**src/verilog/occ_pkg.sv**
```systemverilog
// Constants, field layout and state codes for the oscillator control block.
// Assumes one system clock, a synchronous active-high reset and a plain register port.
// Summary of operation
// - PLL output divider codes select 1..64, 256.
// - Fast RC divider codes same; default divide two.
// - Bit 22 reads one when secondary oscillator enabled and stable.
// - Bit 21 gates writes to peripheral divisor.
// - Peripheral clock is system clock over 1/2/4/8.
// - Bits 31-30, 23 and unused read zero.
// - Register writes need a preceding unlock sequence.
// - Configuration fields load from nonvolatile bits at reset.
`default_nettype none
package occ_pkg;

  // ---------------------------------------------------------------
  // Register map
  // ---------------------------------------------------------------
  localparam logic [3:0]  OFS_OSC_CONTROL = 4'h0;
  localparam logic [3:0]  OFS_UNLOCK      = 4'h4;
  localparam logic [31:0] UNLOCK_KEY1     = 32'haa996655;
  localparam logic [31:0] UNLOCK_KEY2     = 32'h556699aa;

  // ---------------------------------------------------------------
  // Field positions
  // ---------------------------------------------------------------
  localparam int POS_PLL_ODIV  = 27;
  localparam int POS_FRC_DIV   = 24;
  localparam int POS_SOSC_RDY  = 22;
  localparam int POS_PB_RDY    = 21;
  localparam int POS_PB_DIV    = 19;
  localparam int POS_CUR_OSC   = 12;
  localparam int POS_NEW_OSC   = 8;
  localparam int POS_SOSC_EN   = 1;
  localparam int POS_OSW_REQ   = 0;

  // ---------------------------------------------------------------
  // Reset values and timing
  // ---------------------------------------------------------------
  localparam logic [2:0] RST_FRC_DIV   = 3'h1;
  localparam logic [1:0] RST_PB_DIV    = 2'h3;
  localparam logic [7:0] SWITCH_CYCLES = 8'h08;

  typedef enum logic [2:0] {
    OCC_IDLE   = 3'b001,
    OCC_SWITCH = 3'b010,
    OCC_DONE   = 3'b100
  } occ_state_e;

  // Division ratio exponent for a three-bit divider code.
  function automatic logic [3:0] occ_div_log2(input logic [2:0] code);
    occ_div_log2 = (code == 3'h7) ? 4'h8 : {1'b0, code};
  endfunction

endpackage
`default_nettype wire

```
**src/verilog/occ_divider.sv**
```systemverilog
// Power-of-two clock-enable divider used for every divided clock.
// Assumes the source enable and log2 ratio are synchronous to clk.
`timescale 1ns/1ps
`default_nettype none
module occ_divider
  import occ_pkg::*;
(
  input  wire logic       clk,
  input  wire logic       reset,
  input  wire logic       src_tick,
  input  wire logic [3:0] ratio_log2,
  output logic            div_tick
);

  logic [7:0] count;
  logic [8:0] limit;

  // Terminal count is the ratio minus one; a ratio of one passes every tick.
  assign limit = 9'(9'h001 << ratio_log2) - 9'h001;

  // Count source ticks and pulse once per wrap.
  always_ff @(posedge clk)
  begin
    if (reset)
    begin
      count    <= 8'h00;
      div_tick <= 1'b0;
    end
    else
    begin
      div_tick <= 1'b0;
      if (src_tick)
      begin
        if ({1'b0, count} >= limit)
        begin
          count    <= 8'h00;
          div_tick <= 1'b1;
        end
        else
        begin
          count <= count + 8'h01;
        end
      end
    end
  end

endmodule
`default_nettype wire

```
**src/verilog/occ_top.sv**
```systemverilog
// Oscillator control register with unlock, source switch and clock dividers.
// Assumes software drives one-cycle strobes and configuration bits are stable at reset.
//
// Design decisions made here: the register offsets and the address-and-strobe port.
`timescale 1ns/1ps
`default_nettype none
module occ_top
  import occ_pkg::*;
(
  input  wire logic        clk,
  input  wire logic        reset,
  input  wire logic [3:0]  reg_addr,
  input  wire logic [31:0] reg_wdata,
  input  wire logic        reg_write,
  input  wire logic        reg_read,
  output logic [31:0]      reg_rdata,
  input  wire logic [2:0]  cfg_pll_output_divider,
  input  wire logic [1:0]  cfg_periph_bus_divider,
  input  wire logic [2:0]  cfg_new_osc_select,
  input  wire logic        cfg_secondary_osc_enable,
  input  wire logic        secondary_osc_stable,
  input  wire logic        pll_tick,
  input  wire logic        fast_rc_tick,
  output logic [2:0]       current_osc_select,
  output logic             pll_div_tick,
  output logic             fast_rc_div_tick,
  output logic             peripheral_bus_clock_tick,
  output logic             secondary_osc_enable
);

  // ---------------------------------------------------------------
  // Register state
  // ---------------------------------------------------------------
  logic [2:0] pll_output_divider;
  logic [2:0] fast_rc_divider;
  logic [1:0] periph_bus_divider;
  logic [2:0] new_osc_select;
  logic       osc_switch_request;
  logic       periph_div_write_ready;
  logic       secondary_osc_ready;
  logic [1:0] unlock_stage;
  logic       unlocked;
  logic       ctl_write;
  logic       key_write;
  logic [7:0] switch_count;
  occ_state_e state;
  occ_state_e next_state;

  // Control writes count only while the unlock window is open.
  assign ctl_write = reg_write && (reg_addr == OFS_OSC_CONTROL) && unlocked;
  assign key_write = reg_write && (reg_addr == OFS_UNLOCK);
  assign unlocked  = (unlock_stage == 2'h2);

  // ---------------------------------------------------------------
  // Unlock sequence
  // ---------------------------------------------------------------
  // Two keys in order open the register for one write; any other write relocks,
  // so a stray write cannot leave the clock tree exposed.
  always_ff @(posedge clk)
  begin
    if (reset)
    begin
      unlock_stage <= 2'h0;
    end
    else if (ctl_write)
    begin
      unlock_stage <= 2'h0;
    end
    else if (key_write)
    begin
      if (unlock_stage == 2'h0 && reg_wdata == UNLOCK_KEY1)
      begin
        unlock_stage <= 2'h1;
      end
      else if (unlock_stage == 2'h1 && reg_wdata == UNLOCK_KEY2)
      begin
        unlock_stage <= 2'h2;
      end
      else
      begin
        unlock_stage <= 2'h0;
      end
    end
    else if (reg_write)
    begin
      unlock_stage <= 2'h0;
    end
  end

  // ---------------------------------------------------------------
  // Divider fields
  // ---------------------------------------------------------------
  // Configuration-derived fields take the strap inputs on reset.
  always_ff @(posedge clk)
  begin
    if (reset)
    begin
      pll_output_divider <= cfg_pll_output_divider;
      fast_rc_divider    <= RST_FRC_DIV;
      new_osc_select     <= cfg_new_osc_select;
      secondary_osc_enable <= cfg_secondary_osc_enable;
    end
    else if (ctl_write)
    begin
      pll_output_divider <= reg_wdata[POS_PLL_ODIV +: 3];
      fast_rc_divider    <= reg_wdata[POS_FRC_DIV +: 3];
      new_osc_select     <= reg_wdata[POS_NEW_OSC +: 3];
      secondary_osc_enable <= reg_wdata[POS_SOSC_EN];
    end
  end

  // The peripheral divisor changes only while its ready flag is up.
  always_ff @(posedge clk)
  begin
    if (reset)
    begin
      periph_bus_divider <= cfg_periph_bus_divider;
    end
    else if (ctl_write && periph_div_write_ready)
    begin
      periph_bus_divider <= reg_wdata[POS_PB_DIV +: 2];
    end
  end

  // Ready drops for one cycle after a divisor change so the divider can settle.
  always_ff @(posedge clk)
  begin
    if (reset)
    begin
      periph_div_write_ready <= 1'b1;
    end
    else
    begin
      periph_div_write_ready <= !(ctl_write && periph_div_write_ready);
    end
  end

  // Stable status is sampled only while the oscillator is enabled.
  always_ff @(posedge clk)
  begin
    if (reset)
    begin
      secondary_osc_ready <= 1'b0;
    end
    else
    begin
      secondary_osc_ready <= secondary_osc_enable && secondary_osc_stable;
    end
  end

  // ---------------------------------------------------------------
  // Oscillator switch sequencer
  // ---------------------------------------------------------------
  // A request starts the dwell, which ends in a single update cycle.
  always_comb
  begin
    next_state = state;
    case (state)
      OCC_IDLE:
      begin
        if (osc_switch_request)
        begin
          next_state = OCC_SWITCH;
        end
      end
      OCC_SWITCH:
      begin
        if (switch_count == SWITCH_CYCLES)
        begin
          next_state = OCC_DONE;
        end
      end
      OCC_DONE:
      begin
        next_state = OCC_IDLE;
      end
      default:
      begin
        next_state = OCC_IDLE;
      end
    endcase
  end

  // Sequencer state register.
  always_ff @(posedge clk)
  begin
    if (reset)
    begin
      state <= OCC_IDLE;
    end
    else
    begin
      state <= next_state;
    end
  end

  // Dwell count covers the handover from the old clock to the new one.
  always_ff @(posedge clk)
  begin
    if (reset || state != OCC_SWITCH)
    begin
      switch_count <= 8'h00;
    end
    else
    begin
      switch_count <= switch_count + 8'h01;
    end
  end

  // Current source follows the new selection once the switch completes.
  always_ff @(posedge clk)
  begin
    if (reset)
    begin
      current_osc_select <= cfg_new_osc_select;
    end
    else if (state == OCC_DONE)
    begin
      current_osc_select <= new_osc_select;
    end
  end

  // Software sets the request; hardware clears it at the end of a switch.
  always_ff @(posedge clk)
  begin
    if (reset)
    begin
      osc_switch_request <= 1'b0;
    end
    else if (ctl_write && reg_wdata[POS_OSW_REQ])
    begin
      osc_switch_request <= 1'b1;
    end
    else if (state == OCC_DONE)
    begin
      osc_switch_request <= 1'b0;
    end
  end

  // ---------------------------------------------------------------
  // Clock dividers
  // ---------------------------------------------------------------
  // PLL output divider; code seven jumps to 256 rather than 128.
  occ_divider u_pll_div
  (
    .clk        (clk),
    .reset      (reset),
    .src_tick   (pll_tick),
    .ratio_log2 (occ_div_log2(pll_output_divider)),
    .div_tick   (pll_div_tick)
  );

  // Fast RC divider; reset leaves it dividing by two.
  occ_divider u_frc_div
  (
    .clk        (clk),
    .reset      (reset),
    .src_tick   (fast_rc_tick),
    .ratio_log2 (occ_div_log2(fast_rc_divider)),
    .div_tick   (fast_rc_div_tick)
  );

  // Peripheral bus clock as a tick every 1, 2, 4 or 8 system clocks.
  occ_divider u_pb_div
  (
    .clk        (clk),
    .reset      (reset),
    .src_tick   (1'b1),
    .ratio_log2 ({2'h0, periph_bus_divider}),
    .div_tick   (peripheral_bus_clock_tick)
  );

  // ---------------------------------------------------------------
  // Read port
  // ---------------------------------------------------------------
  // Unmapped offsets and unimplemented bits read as zero.
  // Data stand for one cycle only, so a late sample sees zero, never stale data.
  always_ff @(posedge clk)
  begin
    if (reset)
    begin
      reg_rdata <= 32'h00000000;
    end
    else if (reg_read && reg_addr == OFS_OSC_CONTROL)
    begin
      reg_rdata <= 32'h00000000;
      reg_rdata[POS_PLL_ODIV +: 3] <= pll_output_divider;
      reg_rdata[POS_FRC_DIV +: 3]  <= fast_rc_divider;
      reg_rdata[POS_SOSC_RDY]      <= secondary_osc_ready;
      reg_rdata[POS_PB_RDY]        <= periph_div_write_ready;
      reg_rdata[POS_PB_DIV +: 2]   <= periph_bus_divider;
      reg_rdata[POS_CUR_OSC +: 3]  <= current_osc_select;
      reg_rdata[POS_NEW_OSC +: 3]  <= new_osc_select;
      reg_rdata[POS_SOSC_EN]       <= secondary_osc_enable;
      reg_rdata[POS_OSW_REQ]       <= osc_switch_request;
    end
    else
    begin
      reg_rdata <= 32'h00000000;
    end
  end

endmodule
`default_nettype wire

```
**config.mk**
```make
export PLATFORM = sky130hd
export DESIGN_NAME = occ_top
export DESIGN_NICKNAME = d
export VERILOG_FILES = /design/src/verilog/occ_pkg.sv /design/src/verilog/occ_divider.sv /design/src/verilog/occ_top.sv
export SDC_FILE = /design/constraint.sdc
export NUM_CORES = 1
export LEC_CHECK = 0
export BUFFER_PORTS_ARGS = -buffer_cell sky130_fd_sc_hd__buf_2
export CAP_MARGIN = 20
export CORE_MARGIN = 2
export CORE_UTILIZATION = 58
export CTS_CLUSTER_DIAMETER = 60
export CTS_CLUSTER_SIZE = 30
export DETAILED_ROUTE_END_ITERATION = 10
export GPL_ROUTABILITY_DRIVEN = 0
export PLACE_DENSITY = 0.82
export SLEW_MARGIN = 20
export SYNTH_ARGS = -nofsm -noshare
export SYNTH_HDL_FRONTEND = slang
export SYNTH_SLANG_ARGS = --single-unit
```
**constraint.sdc**
```tcl
create_clock -name clk -period 5.2 [get_ports clk]
set_input_delay 1.04 -clock clk [delete_from_list [all_inputs] [get_ports clk]]
set_output_delay 1.04 -clock clk [all_outputs]
set_load 0.005 [all_outputs]
```
-- After elaboration in Yosys (flattened, before gate mapping)
Cells that the tools add are included.
W data, S select, Z words.
- add/sub/neg operators: 7
- $lt $le $gt $ge: 3
- equality and inequality tests: 14
- shifts and indexed selects: 3
- mux-type cells: 26
- bitwise gates (word level): 3
- reduce and logical (&&, ||, !) cells: 24
- operators by type and width (kind ; count):
    $add A8 B1 Y8 const B ; 4
    $eq A32 B31 Y1 const B ; 1
    $eq A32 B32 Y1 const B ; 1
    $ge A8 B9 Y1 ; 3
    $sub A9 B1 Y9 const B ; 3
    $mux W3 ; 8
    $shl A1 B4 Y9 const A ; 2
    $mux W8 ; 2
    $mux W2 ; 6
    $reduce_bool A2 Y1 ; 5
    $reduce_or A2 Y1 ; 5
    $eq A3 B3 Y1 const B ; 3
    $logic_and A1 B1 Y1 ; 9
    $shl A1 B2 Y9 const A ; 1
    $eq A8 B4 Y1 const B ; 1
    $mux W4 ; 2
    $mux W1 ; 7
    $pmux W3 S2 ; 1
    $eq A4 B3 Y1 const B ; 1
    $logic_not A4 Y1 ; 1
    $ne A2 B2 Y1 const B ; 2
    $eq A3 B1 Y1 const B ; 1
    $eq A3 B2 Y1 const B ; 1
    $ne A3 B2 Y1 const B ; 1
    other kinds (7) ; 9
- flip-flop bits (word level): 90
- input port bits: 52
- output and inout port bits: 39

-- Longest topological paths before layout
Gate-level depths: netlist (run 1).
- depth in word-level cells: 6
- gate-level depth with buffers: 8
- depth with buffers taken out: 7

-- Cells and area by module
From an unflattened synthesis (run 1), not the netlist that was laid out.
- cells, all modules: 496
- area total of the unflattened synthesis: 4515.6 µm²
- by module, submodules not included (module ; times used ; cells each ; area each (µm²) ; seq. area each (µm²)):
    occ_top ; 1 ; 212 ; 2199.6 ; 1101.1
    occ_divider (u_frc_div ...) ; 2 ; 95 ; 773.2 ; 180.2
    occ_divider (u_pb_div) ; 1 ; 94 ; 769.5 ; 180.2

-- Least setup slack after synthesis (run 1)
OpenSTA, ideal clock, no wires.
- kind: register -> register
- start point: register periph_bus_divider[1]
- end point: register u_pb_div.div_tick
- library setup time: 115 ps
- arrival: 2238 ps
- path slack: 2847 ps
- cell stages (with the launch flop): 9
- path buffers: 1
- clock period less this slack: 2353 ps
- path through: edfxtp_1 -> or2_2 -> ha_1 -> ha_1 -> and4b_1 -> a32o_1 -> o32a_1 -> buf_6 -> and2_1
- longest elaborated chain between the ends: 4
- ends and longest elaborated chain (element ; line ; text):
    start, declared ; occ_top.sv:36 ; logic [1:0] periph_bus_divider;
    start signal, assigned ; occ_top.sv:117 ; periph_bus_divider <= cfg_periph_bus_divider;
    start signal, assigned ; occ_top.sv:121 ; periph_bus_divider <= reg_wdata[POS_PB_DIV +: 2];
    $shl A1 B2 Y9 ; occ_divider.sv:19 ; assign limit = 9'(9'h001 << ratio_log2) - 9'h001;
    $sub A9 B1 Y9 ; occ_divider.sv:19 ;
    $ge A8 B9 Y1 ; occ_divider.sv:34 ; if ({1'b0, count} >= limit)
    $mux W1 ; occ_divider.sv:34 ;
    end signal, assigned ; occ_divider.sv:27 ; div_tick <= 1'b0;
    end signal, assigned ; occ_divider.sv:31 ; div_tick <= 1'b0;
    end signal, assigned ; occ_divider.sv:37 ; div_tick <= 1'b1;
    end, declared ; occ_divider.sv:12 ; output logic div_tick
No other way between the ends.
A chain may end at the register's enable or synchronous reset.

-- Worst setup path after layout (run 1)
Same ends and word-level chain as after synthesis.

==> results of run 1 <==
routing by layer:
metal / GRT usage, % / vias up / routed length [µm] / part of all wire (%)
met1: 29.5 / 1349 / 3470 / 46
li1: - / 1489 / - / -
met4: 13.0 / 0 / 202 / 2.6
met2: 32.8 / 118 / 3350 / 44
met3: 4.92 / 18 / 606 / 7.9
met5: 0 / - / 0 / 0
kinds of logic after synthesis:
logic type,share of synthesized area (%)
buffers and inverters,6.40
other,0.199
AOI/OAI and AO/OA,6.43
adders and majority gates,8.62
and+or+nand+nor,26.0
muxes,2.85
xor gates and xnor gates,6.03
DFF,43.5
registers in the layout, indices dropped and copies added, names as in the netlist, 2 cells and up:
name and cells:
current_osc_select 3, new_osc_select 3, u_pb_div.count 8, fast_rc_divider 3, periph_bus_divider 2, unlock_stage 2, state 3, u_frc_div.count 8
u_pll_div.count 8, pll_output_divider 3, reg_rdata 18, switch_count 8
metrics by stage:
stage | power [mW] | hold WS [ns]
after detailed placement | 0.806 | 0.415
after global routing | 1.25 | 0.460
after CTS | 1.20 | 0.433
after global placement | 0.799 | 0.406
final | 1.19 | 0.431
after floorplan | 0.764 | 0.391
power groups by stage:
stage          combinational [mW]  clock (mW)  sequential, mW
3_3_place_gp                0.141           0           0.657
3_5_place_dp                0.149           0           0.658
5_1_grt                     0.171       0.430           0.648
6_report                    0.150       0.396           0.644
2_1_floorplan               0.113           0           0.651
4_1_cts                     0.150       0.404           0.644
cell type report:
type / instances / area share (%)
Clock inverter: 4 / 0.610
Tap cell: 77 / 2.24
Timing Repair Buffer: 76 / 8.84
Multi-Input combinational cell: 281 / 45.1
Inverter: 20 / 1.74
Sequential cell: 76 / 38.1
Clock buffer: 12 / 3.37
worst reg2reg max path, delay by kind of cell, from the launching register on:
family	cells	cell delay, ns
AOI/OAI and AO/OA	2	0.66
adders and majority gates	2	0.59
DFF	1	0.43
and+or+nand+nor	3	0.79
placed cells by master, fill, tap and decap left out, drive strengths merged, types with 4 or more instances in the layout:
cell type,n
a21o,6
a21oi,6
and2,20
and3,7
buf,76
clkbuf,12
conb,15
dfxtp,64
edfxtp,12
ha,26
inv,20
mux2,6
mux2i,4
nand2,23
nand2b,5
nand3,18
nand4,11
nor2,39
nor3,11
nor4b,6
nor4bb,9
o21ai,12
xnor2,13
xor2,13
worst min-delay path by stage:
stage / end / slack (ns) / from
after floorplan: periph_div_write_ready / 0.39 / periph_div_write_ready
after global placement: periph_div_write_ready / 0.41 / periph_div_write_ready
after detailed placement: reg_rdata[22] / 0.42 / secondary_osc_ready
after CTS: reg_rdata[22] / 0.43 / secondary_osc_ready
after global routing: reg_rdata[22] / 0.46 / secondary_osc_ready
final: reg_rdata[22] / 0.43 / secondary_osc_ready
==> flow_metrics.py, run 1 <==
metrics = {
    "logic_synthesis": {
        "synth_most_common_cell": "dfxtp_1",
        "yosys.area.top_type": "dfxtp_1",
        "yosysWarnings": 0,
        "synth_ff_type": "dfxtp_1",
        "yosysSeqAreaShare_pct": 43.5,
        "synth_edf_count": 12,
        "synth_common_cells": "64 x dfxtp_1, 39 x nor2_1, 26 x ha_1, 23 x nand2_1",
        "ys_types": 51,
        "async_flop_share_pct": 0,
        "syn_avg_cell_area_um2": 9.65,
        "netlist_top_cells_area": "dfxtp_1 34%, edfxtp_1 9.5%, ha_1 8.6%",
        "netlist_instances": 391,
        "ys_ff_latch": 76,
        "syn-cell-area_mm2": 0.00377,
        "synth_top_area_share_pct": 34.0,
    },
    "route": {
        "viasPerCell": 5.45,
        "ant_nets": 0,
        "dr.pass1.iters": 5,
        "wirelength_um": 7630,
        "wl_per_cell_um": 14.0,
        "drtIter0Drc": 117,
        "vias": 2974,
        "drc": 0,
    },
    "clock_network": {
        "htreeDepth": 3,
        "insertion_delay_ns": 0.35,
        "post_cts_buffers": 0,
        "holdBufCountCts": 0,
        "clock-sinks": 76,
        "cts_tree": "yes",
        "cts-resized-gates": 0,
        "path_clk_slew_ns": 0.07,
        "cts_buffers": 9,
        "root_buffer": "clkbuf_8",
        "clock_path_buffers": 2,
    },
    "pwr": {
        "pwr-share-clk_pct": 33.2,
        "power_leakage_nw": 1.89,
        "pwr-share-comb_pct": 12.6,
        "power_switching_share_pct": 26.5,
        "seq_power_share_pct": 54.1,
        "power_density_mw_per_mm2": 277,
        "p_int_uw": 875,
        "ir_drop_v": 0.000152,
        "netSwitchingPower_uw": 315,
    },
    "floorplan": {
        "rows": 29,
        "dieHeight_um": 84.7,
        "coreArea_mm2": 0.00631,
        "dieArea_mm2": 0.00717,
        "io_pins": 91,
        "start_util_pct": 59.8,
        "fp.dieW_um": 84.7,
    },
    "global_route": {
        "track_usage_pct": 22.1,
        "grt_pass1_vias": 2664,
        "grt_max_degree": 37,
        "grt-ovfl-total": 0,
        "grt_antenna_before_repair": 0,
        "grt_pass1_wl_um": 12400,
    },
    "sta": {
        "finalMaxSlewViolations": 0,
        "rsz0062_at_grt": "no",
        "min_period_over_period_pct": 49.5,
        "setup_viol": 0,
        "tightestPinTransition_ns": 0.748,
        "setup_ws_ns": 2.63,
        "period_needed_ns": 2.57,
        "hold_viol": 0,
        "slew_headroom_pct": 50.1,
        "setup_tns_ns": 0,
        "finClkSkew_ns": 0.00905,
        "timing.fmax_mhz": 389,
    },
    "placed_design": {
        "dpl.hpwl_um": 5830,
        "dp.cells": 530,
        "post-place-ws_ns": 2.48,
        "io_buffer_count": 76,
        "dpl_cell_area_mm2": 0.00413,
    },
    "critical_path": {
        "cp_common_cell": "ha_1",
        "crit_path_top_delay_cell": "o32a_1",
        "cpPeakStageDelay_ns": 0.46,
        "setup.worst_path.start": "periph_bus_divider[1]",
        "cp-end-kind": "register",
        "cp.depth": 7,
        "crit_buf_inv": 0,
        "endpoint": "u_pb_div.div_tick",
        "rr_startpoint": "periph_bus_divider[1]",
        "cpLargestDelayFamily": "simple AND/OR/NAND/NOR gates",
        "start_kind": "register",
        "crit_fanout": 9,
        "required_ns": 5.44,
        "worstReg2RegEnd": "u_pb_div.div_tick",
        "worstPathCellList": "or2_2 -> ha_1 -> ha_1 -> and4b_1 -> a32o_1 -> o32a_1 -> and2_1",
        "reg2reg_depth": 7,
        "critPathKind": "reg -> reg",
        "crit_arrival_ns": 2.82,
        "rrSetupSlack_ns": 2.63,
    },
    "finish": {
        "final_util_pct": 68.2,
        "fillers": 528,
        "stdcell_area_mm2": 0.00430,
        "n_antenna_cell": 0,
        "multiInputGateArea_mm2": 0.00194,
        "layoutNonFillerInstCount": 546,
        "drive_gt1_share_pct": 23.0,
        "area_growth_syn_to_layout_pct": 14.1,
        "fin_nets": 542,
        "seq_area_mm2": 0.00164,
    },
    "worst_hold_path": {
        "whs_path_depth": 1,
        "min_path_type": "reg -> reg",
    },
    "status": {
        "status": "finished clean",
    },
    "run": {
        "cap_viol_max_count": 0,
    },
}
(Power assumes the default switching activity.)
==> run 2, diff against run 1 <==
Settings changed: CORE_UTILIZATION 58 to 48, PLACE_DENSITY 0.82 to 0.72.
Clock period 5.2 ns to 2.1 ns, I/O delays scaled along.
==> flow_metrics.py, run 2 (same netlist as run 1, synthesis figures left out) <==
metrics = {
    "pwr": {
        "netSwitchingPower_uw": 807,
        "seq_power_share_pct": 50.1,
        "power_leakage_nw": 1.97,
        "power_switching_share_pct": 25.5,
        "p_int_mw": 2.36,
        "pwr-share-comb_pct": 15.1,
        "power_density_mw_per_mm2": 699,
        "finalPower_mw": 3.17,
        "pwr-share-clk_pct": 34.8,
        "ir_drop_v": 0.000361,
    },
    "sta": {
        "setup_ws_ns": -0.182,
        "min_period_over_period_pct": 109,
        "rsz0062_at_grt": "yes",
        "slew_headroom_pct": 66.7,
        "finClkSkew_ns": 0.0140,
        "finalMaxSlewViolations": 0,
        "hold_viol": 0,
        "period_needed_ns": 2.28,
        "timing.fmax_mhz": 438,
        "setup_viol": 9,
        "tightestPinTransition_ns": 0.493,
    },
    "route": {
        "ant_nets": 0,
        "wl_per_cell_um": 14.2,
        "drc": 0,
        "wirelength_um": 8280,
        "dr.pass1.iters": 4,
        "vias": 2973,
        "drtIter0Drc": 93,
        "viasPerCell": 5.08,
    },
    "global_route": {
        "grt-ovfl-total": 0,
        "grt_pass1_vias": 2893,
        "track_usage_pct": 20.3,
        "grt_antenna_before_repair": 0,
        "grt_max_degree": 20,
        "grt_pass1_wl_um": 13700,
    },
    "finish": {
        "area_growth_syn_to_layout_pct": 19.9,
        "n_antenna_cell": 0,
        "largest-register": "reg_rdata",
        "fin_nets": 556,
        "multiInputGateArea_mm2": 0.00198,
        "fillers": 707,
        "seq_area_mm2": 0.00165,
        "final_util_pct": 58.9,
        "drive_gt1_share_pct": 26.7,
        "final_cell_mix": "76 x buf_2, 61 x dfxtp_1, 39 x nor2_1",
        "largest_reg_flops": 18,
        "final_common_cell": "buf_2",
        "stdcell_area_mm2": 0.00453,
    },
    "critical_path": {
        "setup.worst_path.start": "periph_bus_divider[1]",
        "cp_common_cell": "ha_4",
        "rr_startpoint": "periph_bus_divider[1]",
        "crit_buf_inv": 1,
        "crit_fanout": 6,
        "required_ns": 2.38,
        "start_kind": "register",
        "cpLargestDelayFamily": "compound AO/OA/AOI/OAI gates",
        "crit_arrival_ns": 2.57,
        "cpPeakStageDelay_ns": 0.42,
        "critPathKind": "reg -> reg",
        "cp-end-kind": "register",
        "crit_path_top_delay_cell": "edfxtp_1",
        "worstPathCellList": "or2_4 -> ha_4 -> ha_4 -> and4b_1 -> a32o_1 -> o32a_1 -> buf_12 -> nor3_4",
    },
    "floorplan": {
        "coreArea_mm2": 0.00769,
        "fp.dieW_um": 92.7,
        "io_pins": 91,
        "rows": 32,
        "start_util_pct": 49.1,
        "dieArea_mm2": 0.00859,
        "dieHeight_um": 92.7,
    },
    "placed_design": {
        "post-place-ws_ns": -0.215,
        "dpl_cell_area_mm2": 0.00429,
        "dpl.hpwl_um": 6370,
        "io_buffer_count": 76,
    },
    "clock_network": {
        "clock-sinks": 76,
        "path_clk_slew_ns": 0.08,
        "htreeDepth": 3,
        "insertion_delay_ns": 0.35,
        "root_buffer": "clkbuf_8",
        "cts_buffers": 9,
        "clock_path_buffers": 2,
        "cts_tree": "yes",
    },
    "status": {
        "status": "finished with violations",
        "violations": "setup timing",
    },
    "worst_hold_path": {
        "min_from": "secondary_osc_stable",
        "min_path_type": "in -> reg",
    },
    "run": {
        "cap_viol_max_count": 0,
    },
}
-- run 2: stage by stage --
stage / instances / setup TNS (ns) / hold WS, ns
floorplan: 404 / -0.379 / 0.391
global placement: 566 / -0.919 / 0.400
detailed placement: 566 / -1.69 / 0.411
CTS: 584 / -1.32 / 0.300
global route: 585 / -2.13 / 0.303
finish: 585 / -1.36 / 0.306
-- run 2: power by group through the flow --
stage	Sequential (mW)	Clock, mW	Combinational (mW)
floorplan	1.62	0	0.292
detailed placement	1.62	0	0.463
global placement	1.62	0	0.444
CTS	1.59	1.13	0.474
global route	1.59	1.20	0.537
finish	1.59	1.10	0.478
-- run 2: worst register-to-register path, stage by stage, from the launching register on --
cell,delay [ns]
edfxtp_1,0.42
or2_4,0.29
ha_4,0.27
ha_4,0.19
and4b_1,0.19
a32o_1,0.20
o32a_1,0.38
buf_12,0.18
nor3_4,0.10
-- run 2: layer usage --
layer	share of wire, %	vias up	track usage (%)
met4	2.0	0	7.60
li1	-	1506	-
met2	48	69	34.4
met5	0	-	0
met3	3.8	12	3.82
met1	46	1386	25.7
-- run 2: layout make-up --
type | count | share of cell area (%)
inverters | 20 | 1.66
flip-flops and latches | 76 | 36.4
multi-input cells | 281 | 43.8
clock inverters | 4 | 1.08
clock buffers | 12 | 3.21
well taps | 102 | 2.82
repair buffers | 90 | 11.0
-- run 2: path summary, 6_finish.rpt --
path,to,slack (ns),cells past startpoint
worst min-delay path,secondary_osc_ready,0.31,2
worst min register to register,periph_div_write_ready,0.43,1
worst max register to register,u_pb_div.count[5],-0.18,8
worst max-delay path,u_pb_div.count[5],-0.18,8
-- run 2: timing repair --
item,4_1_cts,5_1_grt
hold buffers,0,0
gates resized for setup,3,6
buffers inserted,2,1
pin swaps,5,2
endpoints found under the setup margin,17,25
